===== config.mk =====
export PLATFORM = sky130hd
export DESIGN_NAME = absolute_time_sync_logic
export DESIGN_NICKNAME = d
export VERILOG_FILES = /design/src/hdl/abs_time_pkg.sv /design/src/hdl/absolute_time_sync_logic.sv
export SDC_FILE = /design/constraint.sdc
export NUM_CORES = 1
export LEC_CHECK = 0
export BUFFER_PORTS_ARGS = -buffer_cell sky130_fd_sc_hd__buf_2
export CORE_MARGIN = 2
export CORE_UTILIZATION = 25
export DETAILED_ROUTE_END_ITERATION = 8
export PLACE_DENSITY = 0.52
export SETUP_SLACK_MARGIN = 0.5
export SKIP_CTS_REPAIR_TIMING = 1
export SLEW_MARGIN = 10
export SYNTH_ARGS = -nofsm -noshare
export SYNTH_HDL_FRONTEND = slang
export SYNTH_SLANG_ARGS = --single-unit

===== constraint.sdc =====
create_clock -name clk_sys -period 2.41 [get_ports clk_sys]
set_input_delay 0.3615 -clock clk_sys [delete_from_list [all_inputs] [get_ports clk_sys]]
set_output_delay 0.3615 -clock clk_sys [all_outputs]
set_load 0.01 [all_outputs]

===== src/hdl/abs_time_pkg.sv =====
package abs_time_pkg;

  localparam int unsigned CLK_HZ        = 40_000_000;
  localparam int unsigned US_PER_SECOND = 1_000_000;
  localparam int unsigned US_CYCLES_INT = CLK_HZ / US_PER_SECOND;
  localparam logic [5:0]  US_CYCLES     = US_CYCLES_INT[5:0];
  localparam logic [19:0] US_LAST       = 20'(US_PER_SECOND - 1);
  localparam logic [19:0] US_HALF       = 20'(US_PER_SECOND / 2);

  // Register byte addresses
  localparam logic [7:0] ADDR_CTRL      = 8'h00;
  localparam logic [7:0] ADDR_GPS_PORT  = 8'h04;
  localparam logic [7:0] ADDR_LOCK_LIM  = 8'h08;
  localparam logic [7:0] ADDR_INTERVALS = 8'h0C;
  localparam logic [7:0] ADDR_STATUS    = 8'h10;
  localparam logic [7:0] ADDR_SECONDS   = 8'h14;
  localparam logic [7:0] ADDR_MICROS    = 8'h18;

  // CTRL fields
  localparam int CTRL_SOURCE    = 0;
  localparam int CTRL_GPS_MODE  = 1;
  localparam int CTRL_DEMAND    = 2;
  localparam int CTRL_PROF_LO   = 3;
  localparam int CTRL_TRANSPORT = 5;
  localparam int CTRL_DOM_LO    = 8;
  // INTERVALS fields
  localparam int IVL_ANN_LO     = 0;
  localparam int IVL_SYNC_LO    = 8;
  localparam int IVL_DREQ_LO    = 16;

  typedef enum logic [1:0] {PROFILE_1588V2, PROFILE_8021AS, PROFILE_8021AS_AUTO} profile_e;

  localparam logic [15:0]       GPS_PORT_RST   = 16'h277E;
  localparam logic [6:0]        LOCK_LIM_RST   = 7'h01;
  localparam logic [6:0]        LOCK_LIM_MIN   = 7'h01;
  localparam logic [6:0]        LOCK_LIM_MAX   = 7'h64;
  localparam logic [6:0]        DOMAIN_RST     = 7'h00;
  localparam logic signed [3:0] ANN_RST        = 4'sh1;
  localparam logic signed [3:0] SYNC_RST       = 4'sh1;
  localparam logic signed [3:0] DREQ_RST       = 4'sh0;
  localparam logic signed [3:0] ANN_MIN        = -4'sd2;
  localparam logic signed [3:0] IVL_MIN        = -4'sd7;
  localparam logic signed [3:0] IVL_MAX        = 4'sd3;
  localparam logic              SOURCE_GPS     = 1'b0;
  localparam logic              TRANSPORT_UDP  = 1'b0;

endpackage


===== src/hdl/absolute_time_sync_logic.sv =====
// Function
// - Time source is GPS or PTP; GPS after reset.
// - GPS mode accepts only sentences of the selected type, RMC default or GGA.
// - NMEA and pulse locked: seconds from sentence, microseconds from pulse.
// - NMEA locked, pulse unlocked: seconds from sentence only if pulse not demanded.
// - Only pulse locked: microseconds from pulse; neither locked: nothing updated.
// - Pulse-lock demand for date updates, on after reset.
// - GPS mode emits GPS packets to a configurable port, default 10110.
// - PTP mode emits no GPS packets.
// - PTP profile 1588v2, 802.1AS or automotive; UDP only with 1588v2.
// - Layer-2 transport allowed with every profile; UDP after reset.
// - PTP locked only while absolute offset within limit 1 to 100 us, default 1.
// - PTP domain number 0 to 127, default 0.
// - Announce log interval -2 to 3, default 1.
// - Sync log interval -7 to 3, default 1.
// - Delay request log interval -7 to 3, default 0.
// - Full second from pulse, PTP master, or internal 1 Hz tick.
//
// Local design decisions: register access over AHB-Lite and the register offsets.
module absolute_time_sync_logic (
  input  wire logic        clk_sys,
  input  wire logic        rst,
  input  wire logic        hsel,
  input  wire logic [31:0] haddr,
  input  wire logic [1:0]  htrans,
  input  wire logic        hwrite,
  input  wire logic [2:0]  hsize,
  input  wire logic [31:0] hwdata,
  input  wire logic        hready,
  output logic             hreadyout,
  output logic             hresp,
  output logic [31:0]      hrdata,
  input  wire logic        nmeaLocked,
  input  wire logic        ppsLocked,
  input  wire logic        nmeaValid,
  input  wire logic        nmeaIsGga,
  input  wire logic [31:0] nmeaSeconds,
  input  wire logic        ppsPin,
  input  wire logic        ptpTracking,
  input  wire logic        ptpSecond,
  input  wire logic [31:0] ptpSeconds,
  input  wire logic [31:0] ptpOffsetUs,
  output logic             sourceIsPtp,
  output logic             gpsModeGga,
  output logic             gpsPacketSend,
  output logic [15:0]      gpsDestPort,
  output logic [1:0]       ptpProfile,
  output logic             ptpTransportL2,
  output logic [6:0]       ptpDomain,
  output logic [3:0]       ptpLogAnnounce,
  output logic [3:0]       ptpLogSync,
  output logic [3:0]       ptpLogDelayReq,
  output logic             ptpLocked,
  output logic [31:0]      sysSeconds,
  output logic [19:0]      sysMicros,
  output logic             fullSecond
);

  typedef struct packed {
    logic                         source;
    logic                         gpsMode;
    logic                         demandPulseLockForDate;
    abs_time_pkg::profile_e       profile;
    logic                         transport;
    logic [6:0]                   domain;
    logic [15:0]                  gpsPort;
    logic [6:0]                   lockLimit;
    logic signed [3:0]            logAnnounce;
    logic signed [3:0]            logSync;
    logic signed [3:0]            logDelayReq;
    logic                         ppsMeta;
    logic                         ppsSync;
    logic                         ppsPrev;
    logic [5:0]                   usDiv;
    logic [19:0]                  micros;
    logic [31:0]                  seconds;
    logic                         ptpLocked;
    logic                         fullSecond;
    logic                         gpsPacket;
    logic                         wrPend;
    logic [7:0]                   wrAddr;
    logic [31:0]                  rdata;
  } state_s;

  state_s state_q;
  state_s state_d;

  function automatic logic ivlFits(input logic signed [3:0] v, input logic signed [3:0] lo);
    ivlFits = (v >= lo) && (v <= abs_time_pkg::IVL_MAX);
  endfunction

  function automatic logic [31:0] absVal(input logic [31:0] v);
    absVal = v[31] ? 32'(-v) : v;
  endfunction

  logic        addrPhase;
  logic        ppsEdge;
  logic        sentenceOk;
  logic        gpsLocked;
  logic        usTick;
  logic        secWrap;
  logic        ctrlLegal;
  logic [31:0] offsetAbs;
  logic [31:0] readMux;

  assign addrPhase  = hsel && htrans[1] && hready;
  assign ppsEdge    = state_q.ppsSync && !state_q.ppsPrev;
  assign sentenceOk = nmeaValid && (nmeaIsGga == state_q.gpsMode);
  assign gpsLocked  = nmeaLocked && ppsLocked;
  assign usTick     = (state_q.usDiv == abs_time_pkg::US_CYCLES - 6'h01);
  assign secWrap    = usTick && (state_q.micros == abs_time_pkg::US_LAST);
  assign offsetAbs  = absVal(ptpOffsetUs);
  // UDP is only legal together with 1588v2; illegal profile code is refused
  assign ctrlLegal  = (hwdata[abs_time_pkg::CTRL_PROF_LO +: 2] != 2'h3) &&
                      ((hwdata[abs_time_pkg::CTRL_TRANSPORT] != abs_time_pkg::TRANSPORT_UDP) ||
                       (hwdata[abs_time_pkg::CTRL_PROF_LO +: 2] == 2'(abs_time_pkg::PROFILE_1588V2)));

  always_comb begin
    readMux = 32'h0000_0000;
    unique case (haddr[7:0])
      abs_time_pkg::ADDR_CTRL: begin
        readMux[abs_time_pkg::CTRL_SOURCE]          = state_q.source;
        readMux[abs_time_pkg::CTRL_GPS_MODE]        = state_q.gpsMode;
        readMux[abs_time_pkg::CTRL_DEMAND]          = state_q.demandPulseLockForDate;
        readMux[abs_time_pkg::CTRL_PROF_LO +: 2]    = state_q.profile;
        readMux[abs_time_pkg::CTRL_TRANSPORT]       = state_q.transport;
        readMux[abs_time_pkg::CTRL_DOM_LO +: 7]     = state_q.domain;
      end
      abs_time_pkg::ADDR_GPS_PORT:  readMux[15:0] = state_q.gpsPort;
      abs_time_pkg::ADDR_LOCK_LIM:  readMux[6:0]  = state_q.lockLimit;
      abs_time_pkg::ADDR_INTERVALS: begin
        readMux[abs_time_pkg::IVL_ANN_LO +: 4]  = state_q.logAnnounce;
        readMux[abs_time_pkg::IVL_SYNC_LO +: 4] = state_q.logSync;
        readMux[abs_time_pkg::IVL_DREQ_LO +: 4] = state_q.logDelayReq;
      end
      abs_time_pkg::ADDR_STATUS:    readMux[3:0]  = {ptpTracking, state_q.ptpLocked, ppsLocked, nmeaLocked};
      abs_time_pkg::ADDR_SECONDS:   readMux       = state_q.seconds;
      abs_time_pkg::ADDR_MICROS:    readMux[19:0] = state_q.micros;
      default:                      readMux       = 32'h0000_0000;
    endcase
  end

  always_comb begin
    state_d            = state_q;
    state_d.ppsMeta    = ppsPin;
    state_d.ppsSync    = state_q.ppsMeta;
    state_d.ppsPrev    = state_q.ppsSync;
    state_d.fullSecond = 1'b0;
    state_d.gpsPacket  = 1'b0;

    // Bus: read data captured in the address phase, write applied in the data phase
    state_d.wrPend = addrPhase && hwrite;
    if (addrPhase) begin
      state_d.wrAddr = haddr[7:0];
      state_d.rdata  = hwrite ? 32'h0000_0000 : readMux;
    end
    if (state_q.wrPend) begin
      unique case (state_q.wrAddr)
        abs_time_pkg::ADDR_CTRL: begin
          state_d.source                 = hwdata[abs_time_pkg::CTRL_SOURCE];
          state_d.gpsMode                = hwdata[abs_time_pkg::CTRL_GPS_MODE];
          state_d.demandPulseLockForDate = hwdata[abs_time_pkg::CTRL_DEMAND];
          state_d.domain                 = hwdata[abs_time_pkg::CTRL_DOM_LO +: 7];
          if (ctrlLegal) begin
            state_d.profile   = abs_time_pkg::profile_e'(hwdata[abs_time_pkg::CTRL_PROF_LO +: 2]);
            state_d.transport = hwdata[abs_time_pkg::CTRL_TRANSPORT];
          end
        end
        abs_time_pkg::ADDR_GPS_PORT: state_d.gpsPort = hwdata[15:0];
        abs_time_pkg::ADDR_LOCK_LIM: begin
          if (hwdata[31:0] >= 32'(abs_time_pkg::LOCK_LIM_MIN) &&
              hwdata[31:0] <= 32'(abs_time_pkg::LOCK_LIM_MAX)) begin
            state_d.lockLimit = hwdata[6:0];
          end
        end
        abs_time_pkg::ADDR_INTERVALS: begin
          if (ivlFits(hwdata[abs_time_pkg::IVL_ANN_LO +: 4], abs_time_pkg::ANN_MIN)) begin
            state_d.logAnnounce = hwdata[abs_time_pkg::IVL_ANN_LO +: 4];
          end
          if (ivlFits(hwdata[abs_time_pkg::IVL_SYNC_LO +: 4], abs_time_pkg::IVL_MIN)) begin
            state_d.logSync = hwdata[abs_time_pkg::IVL_SYNC_LO +: 4];
          end
          if (ivlFits(hwdata[abs_time_pkg::IVL_DREQ_LO +: 4], abs_time_pkg::IVL_MIN)) begin
            state_d.logDelayReq = hwdata[abs_time_pkg::IVL_DREQ_LO +: 4];
          end
        end
        default: ;
      endcase
    end

    // Local microsecond counter keeps time when no source updates it
    state_d.usDiv = usTick ? 6'h00 : state_q.usDiv + 6'h01;
    if (usTick) begin
      state_d.micros = secWrap ? 20'h0_0000 : state_q.micros + 20'h0_0001;
      if (secWrap) begin
        state_d.seconds = state_q.seconds + 32'h0000_0001;
      end
    end

    if (state_q.source == abs_time_pkg::SOURCE_GPS) begin
      // Pulse realigns microseconds; seconds step only if the local count has not wrapped yet
      if (ppsEdge && ppsLocked) begin
        state_d.micros = 20'h0_0000;
        state_d.usDiv  = 6'h00;
        if (state_q.micros >= abs_time_pkg::US_HALF) begin
          state_d.seconds = state_q.seconds + 32'h0000_0001;
        end
      end
      // Sentence loads seconds; pulse lock demanded unless the setting is off
      if (sentenceOk && nmeaLocked && (ppsLocked || !state_q.demandPulseLockForDate)) begin
        state_d.seconds = nmeaSeconds;
      end
      state_d.gpsPacket  = sentenceOk;
      state_d.fullSecond = gpsLocked ? ppsEdge : secWrap;
    end else begin
      if (ptpSecond && ptpTracking) begin
        state_d.seconds = ptpSeconds;
        state_d.micros  = 20'h0_0000;
        state_d.usDiv   = 6'h00;
      end
      state_d.fullSecond = ptpTracking ? ptpSecond : secWrap;
    end

    state_d.ptpLocked = (state_q.source != abs_time_pkg::SOURCE_GPS) && ptpTracking &&
                        (offsetAbs <= 32'(state_q.lockLimit));
  end

  always_ff @(posedge clk_sys) begin
    if (rst) begin
      state_q                        <= '0;
      state_q.source                 <= abs_time_pkg::SOURCE_GPS;
      state_q.demandPulseLockForDate <= 1'b1;
      state_q.profile                <= abs_time_pkg::PROFILE_1588V2;
      state_q.transport              <= abs_time_pkg::TRANSPORT_UDP;
      state_q.domain                 <= abs_time_pkg::DOMAIN_RST;
      state_q.gpsPort                <= abs_time_pkg::GPS_PORT_RST;
      state_q.lockLimit              <= abs_time_pkg::LOCK_LIM_RST;
      state_q.logAnnounce            <= abs_time_pkg::ANN_RST;
      state_q.logSync                <= abs_time_pkg::SYNC_RST;
      state_q.logDelayReq            <= abs_time_pkg::DREQ_RST;
    end else begin
      state_q <= state_d;
    end
  end

  assign hreadyout      = 1'b1;
  assign hresp          = 1'b0;
  assign hrdata         = state_q.rdata;
  assign sourceIsPtp    = state_q.source;
  assign gpsModeGga     = state_q.gpsMode;
  assign gpsPacketSend  = state_q.gpsPacket;
  assign gpsDestPort    = state_q.gpsPort;
  assign ptpProfile     = state_q.profile;
  assign ptpTransportL2 = state_q.transport;
  assign ptpDomain      = state_q.domain;
  assign ptpLogAnnounce = state_q.logAnnounce;
  assign ptpLogSync     = state_q.logSync;
  assign ptpLogDelayReq = state_q.logDelayReq;
  assign ptpLocked      = state_q.ptpLocked;
  assign sysSeconds     = state_q.seconds;
  assign sysMicros      = state_q.micros;
  assign fullSecond     = state_q.fullSecond;
endmodule


==> results.cfg, run 1 <==
[placement]
io_buffers = 275
pre_cts_ws_ns = -0.2639
place_hpwl_um = 35360
place_inst = 2072
postPlaceCellArea_sq_um = 12700
gp_congestion = 0.9051

[finish]
finalCoreUtilization = 0.3570
area_delta_synth_final_pct = 40.77
fin_cells = 2134
fin_nets = 1783
design_area_sq_um = 14220
drive_gt1_frac = 0.4375
fill_cells = 4219

[synthesis]
async_flop_share = 0
synth-edff-count = 0
syn_area_per_cell_sq_um = 7.752
synth_area_sq_um = 10100
synth_xor_area_frac = 0.07110
yosys_warnings = 0
synthMuxAreaShare = 0.05017
synth_compound_area_frac = 0.1727
synth-simple-area-share = 0.2564
synthTopCellsByArea = dfxtp_1 (30%), buf_4 (9.2%), nor2_1 (6.2%)
yosysTopAreaCell = dfxtp_1
synth_top_family_by_area = simple AND/OR/NAND/NOR gates
yosysMostFrequentCell = nor2_1
synth-main-ff-cell = dfxtp_1
syn-num-nets = 1492
synth_commonest_cells = nor2_1 (168), dfxtp_1 (153), nand2_1 (132)
synth_fa_ha_area_frac = 0.01486
syn_inst = 1303
ys_seq_area_frac = 0.3032
ys_types = 78
ys_seq_elements = 153
yosysTopAreaCellShare = 0.3032

[floorplanning]
die_w_um = 205.0
die-area_sq_um = 42030
fp.dieH_um = 205.0
initial_core_util = 0.2536
rows = 73
ios = 306
coreArea_sq_um = 39820

[flow_run]
maxCapViolations = 0

[sta]
fin_crit_sh = 1.054
hold_violations = 0
timing.hold.ws_ns = 0.1696
worst_slack_ns = -0.1307
maxSlewViolCount = 0
tns_ns = -0.4407
rsz0062_at_grt = yes
timing.slew.headroom = 0.3587
worstMarginPinSlew_ns = 0.9585
clock_skew_ns = 0.01508
period_needed_ns = 2.541
fmax_mhz = 393.6
setup_viol = 8

[setup_path]
arrival_ns = 2.86
cp.required_ns = 2.73
crit_type = reg2reg
slowest_stage = or4_4
critPathCaptureType = register
cp_cell_sequence = ha_4 > nand4b_4 > or2_4 > or4_4 > buf_6 > nor4_4 > xnor2_1 > a21oi_1 > or3_1
critPathMaxStageDelay_ns = 0.62
cp-start-kind = register
path_max_fanout = 6

[global_route]
grt-ovfl-total = 0
antenna_found_initial = 1
grt_pass1_wl_um = 65100
grt_max_degree = 77
grt_pass1_vias = 10270
grt_usage = 0.2075

[pwr]
ir_drop_mv = 0.4377
power_density_nw_per_um2 = 442.9
finalPower_mw = 6.297
p_leak_nw = 6.115

[route]
drt_pre_antenna_iters = 7
num_vias = 10910
dr.first_iter.drc_count = 931
ant_nets = 0
drcViolationCount = 0
vias_per_cell = 5.112
wl_um = 45670
wl_per_cell_um = 21.40

[clock_network]
clock_latency_ns = 0.44
cts_tree = built
cts-root-buf = clkbuf_16
clk_pin_slew_ns = 0.07
htreeDepth = 4
clock_path_buffers = 2
cts_buffers = 17
cts_sinks = 153

[hold_path]
hold_class = in2reg

[status]
status = finished, violations left
violations = setup timing
==> path summary, 6_finish.rpt <==
check                  start             end  slack [ns]  depth (start not counted)
min          nmeaSeconds[13]  sysSeconds[13]        0.17                          2
max              state_q[97]  sysSeconds[15]       -0.13                          9
max reg2reg      state_q[97]  sysSeconds[15]       -0.13                          9
min reg2reg     state_d[103]    state_d[102]        0.44                          1
==> layer usage <==
layer	up-vias	track usage	wire, um
li1	5107	-	-
met1	5245	0.2681	18970
met2	502	0.3445	21650
met3	55	0.04725	3961
met4	0	0.05935	1090
met5	-	0	0
==> cells in the final DEF (no fill, tap or decap), types with 13 or more instances in the layout <==
cell type / count
a21oi_1: 61
a21oi_2: 16
a222oi_1: 27
a22oi_1: 22
buf_2: 270
buf_4: 161
buf_6: 21
clkbuf_16: 18
dfxtp_1: 139
inv_1: 22
mux2i_1: 36
nand2_1: 102
nand2_2: 23
nand3_1: 35
nand3_2: 13
nand4_1: 19
nor2_1: 143
nor2_4: 18
nor3_1: 18
nor4_1: 18
o21ai_0: 39
o21ai_1: 26
o22ai_1: 13
xnor2_1: 31
xor2_1: 48
==> cells by family after synthesis <==
family	Yosys count
buf+inv	221
simple gates	520
xor+xnor	82
other cells	2
fa+ha+maj	12
mux	47
compound gates	266
flops	153
==> worst max-delay path: cells and delay by family, from the launching register on <==
family,cells,cell delay [ns]
compound gates,1,0.09
buf+inv,1,0.16
simple gates,5,1.50
xor+xnor,1,0.15
fa+ha+maj,1,0.15
flops,1,0.36
==> where the power goes <==
group	internal, mW	leakage, nW	switching (mW)	total (mW)
sequential	2.57	1.24	0.0428	2.61
clock	1.45	0.294	1.32	2.76
combinational	0.376	4.58	0.542	0.918
==> flip-flops by register name, summed over array words and instances, names as in the netlist, 4 cells and up <==
name	cells
ptpLogAnnounce	4
ptpDomain	7
hrdata	32
sysMicros	20
state_q	24
ptpLogSync	4
gpsDestPort	16
sysSeconds	32
ptpLogDelayReq	4
==> area by class of cell <==
class | instances | area (sq um) | area share
antenna | 2 | 5.005 | 0.0003520
clock buffer | 18 | 450.4 | 0.03168
clock inverter | 14 | 145.1 | 0.01021
inverter | 24 | 97.59 | 0.006864
multi-input combinational | 934 | 6749 | 0.4747
sequential | 153 | 3093 | 0.2175
tap | 525 | 656.9 | 0.04620
timing repair buffer | 464 | 3022 | 0.2125
(Power assumes the default switching activity.)
==> inputs of run 2 (changes only) <==
Clock period 2.41 ns to 2.25 ns, I/O delays scaled along.
==> run 2 against run 1 <==
  * First-iteration DRC count shrank 25%
  * Sequential power up 7%
  * Utilization increased by 1.2 points
  * Largest power group unchanged
  * Critical endpoint is now sysSeconds[9]
  * The run still ends with setup timing left
  * Setup slack got worse by 0.12 ns
  * Count of clock-buffer cells in the layout did not move
==> results.cfg, run 2 (synthesis results as in run 1) <==
[sta]
fmax_mhz = 400.6
clock_skew_ns = 0.01459
timing.hold.ws_ns = 0.1106
timing.slew.headroom = 0.3216
rsz0062_at_grt = yes
worst_slack_ns = -0.2463
hold_violations = 0
setup_viol = 23
fin_crit_sh = 1.109
period_needed_ns = 2.496
maxSlewViolCount = 0
worstMarginPinSlew_ns = 1.014

[status]
status = finished, violations left
violations = setup timing

[setup_path]
cp-start-kind = register
cp.required_ns = 2.59
reg2reg_to = sysSeconds[9]
crit_end = sysSeconds[9]
reg2reg_from = state_q[96]
r2r_cells = 10
crit_type = reg2reg
r2r_slack_ns = -0.25
startpoint = state_q[96]
path_max_fanout = 5
critPathCaptureType = register
arrival_ns = 2.84

[finish]
design_area_sq_um = 14680
area_delta_synth_final_pct = 45.34
seqCellArea_sq_um = 3089
fill_cells = 4239
drive_gt1_frac = 0.4530
multi_input_area_sq_um = 6783
fin_nets = 1825
fin_cells = 2176
final_common_cell = buf_2
layout_common_cells = buf_2 (271), buf_4 (184), nor2_1 (142), dfxtp_1 (140), nand2_1 (108)

[pwr]
finalPower_mw = 6.761
switchingPower_mw = 1.977
pwr-share-clk = 0.437
p_seq_frac = 0.414
sw_frac_of_total = 0.2924
p_leak_nw = 6.343
ir_drop_mv = 0.3548
power_density_nw_per_um2 = 460.6
p_comb_frac = 0.149
p_int_mw = 4.784

[route]
drt_pre_antenna_iters = 5
wl_um = 44920
dr.first_iter.drc_count = 697
top_layer = met5
dr_wl_met2_um = 22200
wl_met1_um = 18340
drcViolationCount = 0
ant_nets = 0
num_vias = 10930
dr_wl_met3_um = 3428
wl_per_cell_um = 20.64
vias_per_cell = 5.025

[floorplanning]
initial_core_util = 0.2536
die_w_um = 205.0
die-area_sq_um = 42030
ios = 306
fp.dieH_um = 205.0
coreArea_sq_um = 39820
rows = 73

[global_route]
grt-ovfl-total = 0
grt_pass1_vias = 10380
grt_pass1_wl_um = 63710
grt_usage = 0.2022
grt_max_degree = 42
antenna_found_initial = 5

[placement]
postPlaceCellArea_sq_um = 13060
io_buffers = 275
place_inst = 2105
gp_congestion = 0.8889
pre_cts_ws_ns = -0.4039
place_hpwl_um = 34570

[flow_run]
maxCapViolations = 0

[clock_network]
cts_buffers = 17
cts_sinks = 153
htreeDepth = 4
cts-root-buf = clkbuf_16
clock_path_buffers = 2
clock_latency_ns = 0.46
cts_tree = built
clk_pin_slew_ns = 0.07

[hold_path]
hold_class = in2reg
-- run 2: worst min-delay path by stage --
stage | from | end | slack (ns) | depth (start not counted)
6_report | nmeaSeconds[13] | sysSeconds[13] | 0.11 | 2
5_1_grt | nmeaSeconds[13] | sysSeconds[13] | 0.11 | 2
4_1_cts | nmeaSeconds[13] | sysSeconds[13] | 0.09 | 2
3_5_place_dp | state_d[103] | state_d[102] | 0.43 | 1
3_3_place_gp | state_d[103] | state_d[102] | 0.43 | 1
2_1_floorplan | state_d[103] | state_d[102] | 0.41 | 1
-- run 2: metal layers --
metal  GRT usage  vias up
met5           0        -
met3     0.04725       56
met2      0.3522      438
li1            -     5184
met4     0.04959        8
met1      0.2503     5248
-- run 2: critical path, cell delays in order, from the launching register on --
cell,delay [ns]
dfxtp_2,0.35
ha_4,0.15
nand4b_4,0.11
or2_4,0.24
or4_4,0.59
buf_4,0.17
buf_4,0.12
nor3_2,0.16
xnor2_1,0.14
a21oi_1,0.09
a221o_1,0.27
-- run 2: final cells by class --
type / count / share of cell area
antenna: 2 / 0.0003409
clock buffer: 18 / 0.02992
clock inverter: 14 / 0.01040
inverter: 24 / 0.006307
multi-input combinational: 934 / 0.4620
sequential: 153 / 0.2104
tap: 525 / 0.04475
timing repair buffer: 506 / 0.2358
-- run 2: power by group through the flow --
stage | Combinational (mW) | Sequential (mW) | Clock [mW]
after global placement | 0.927 | 2.86 | 0
after CTS | 0.935 | 2.80 | 3.03
final | 1.01 | 2.80 | 2.96
after detailed placement | 0.931 | 2.86 | 0
after global routing | 1.08 | 2.80 | 3.15
after floorplan | 0.438 | 2.87 | 0
-- run 2: per-stage QoR --
stage	util	setup TNS [ns]
6_report	0.3686	-3.162
5_1_grt	0.3685	-5.502
4_1_cts	0.3427	-2.024
3_5_place_dp	0.3279	-2.261
3_3_place_gp	0.3279	-1.232
2_1_floorplan	-	-0.2551
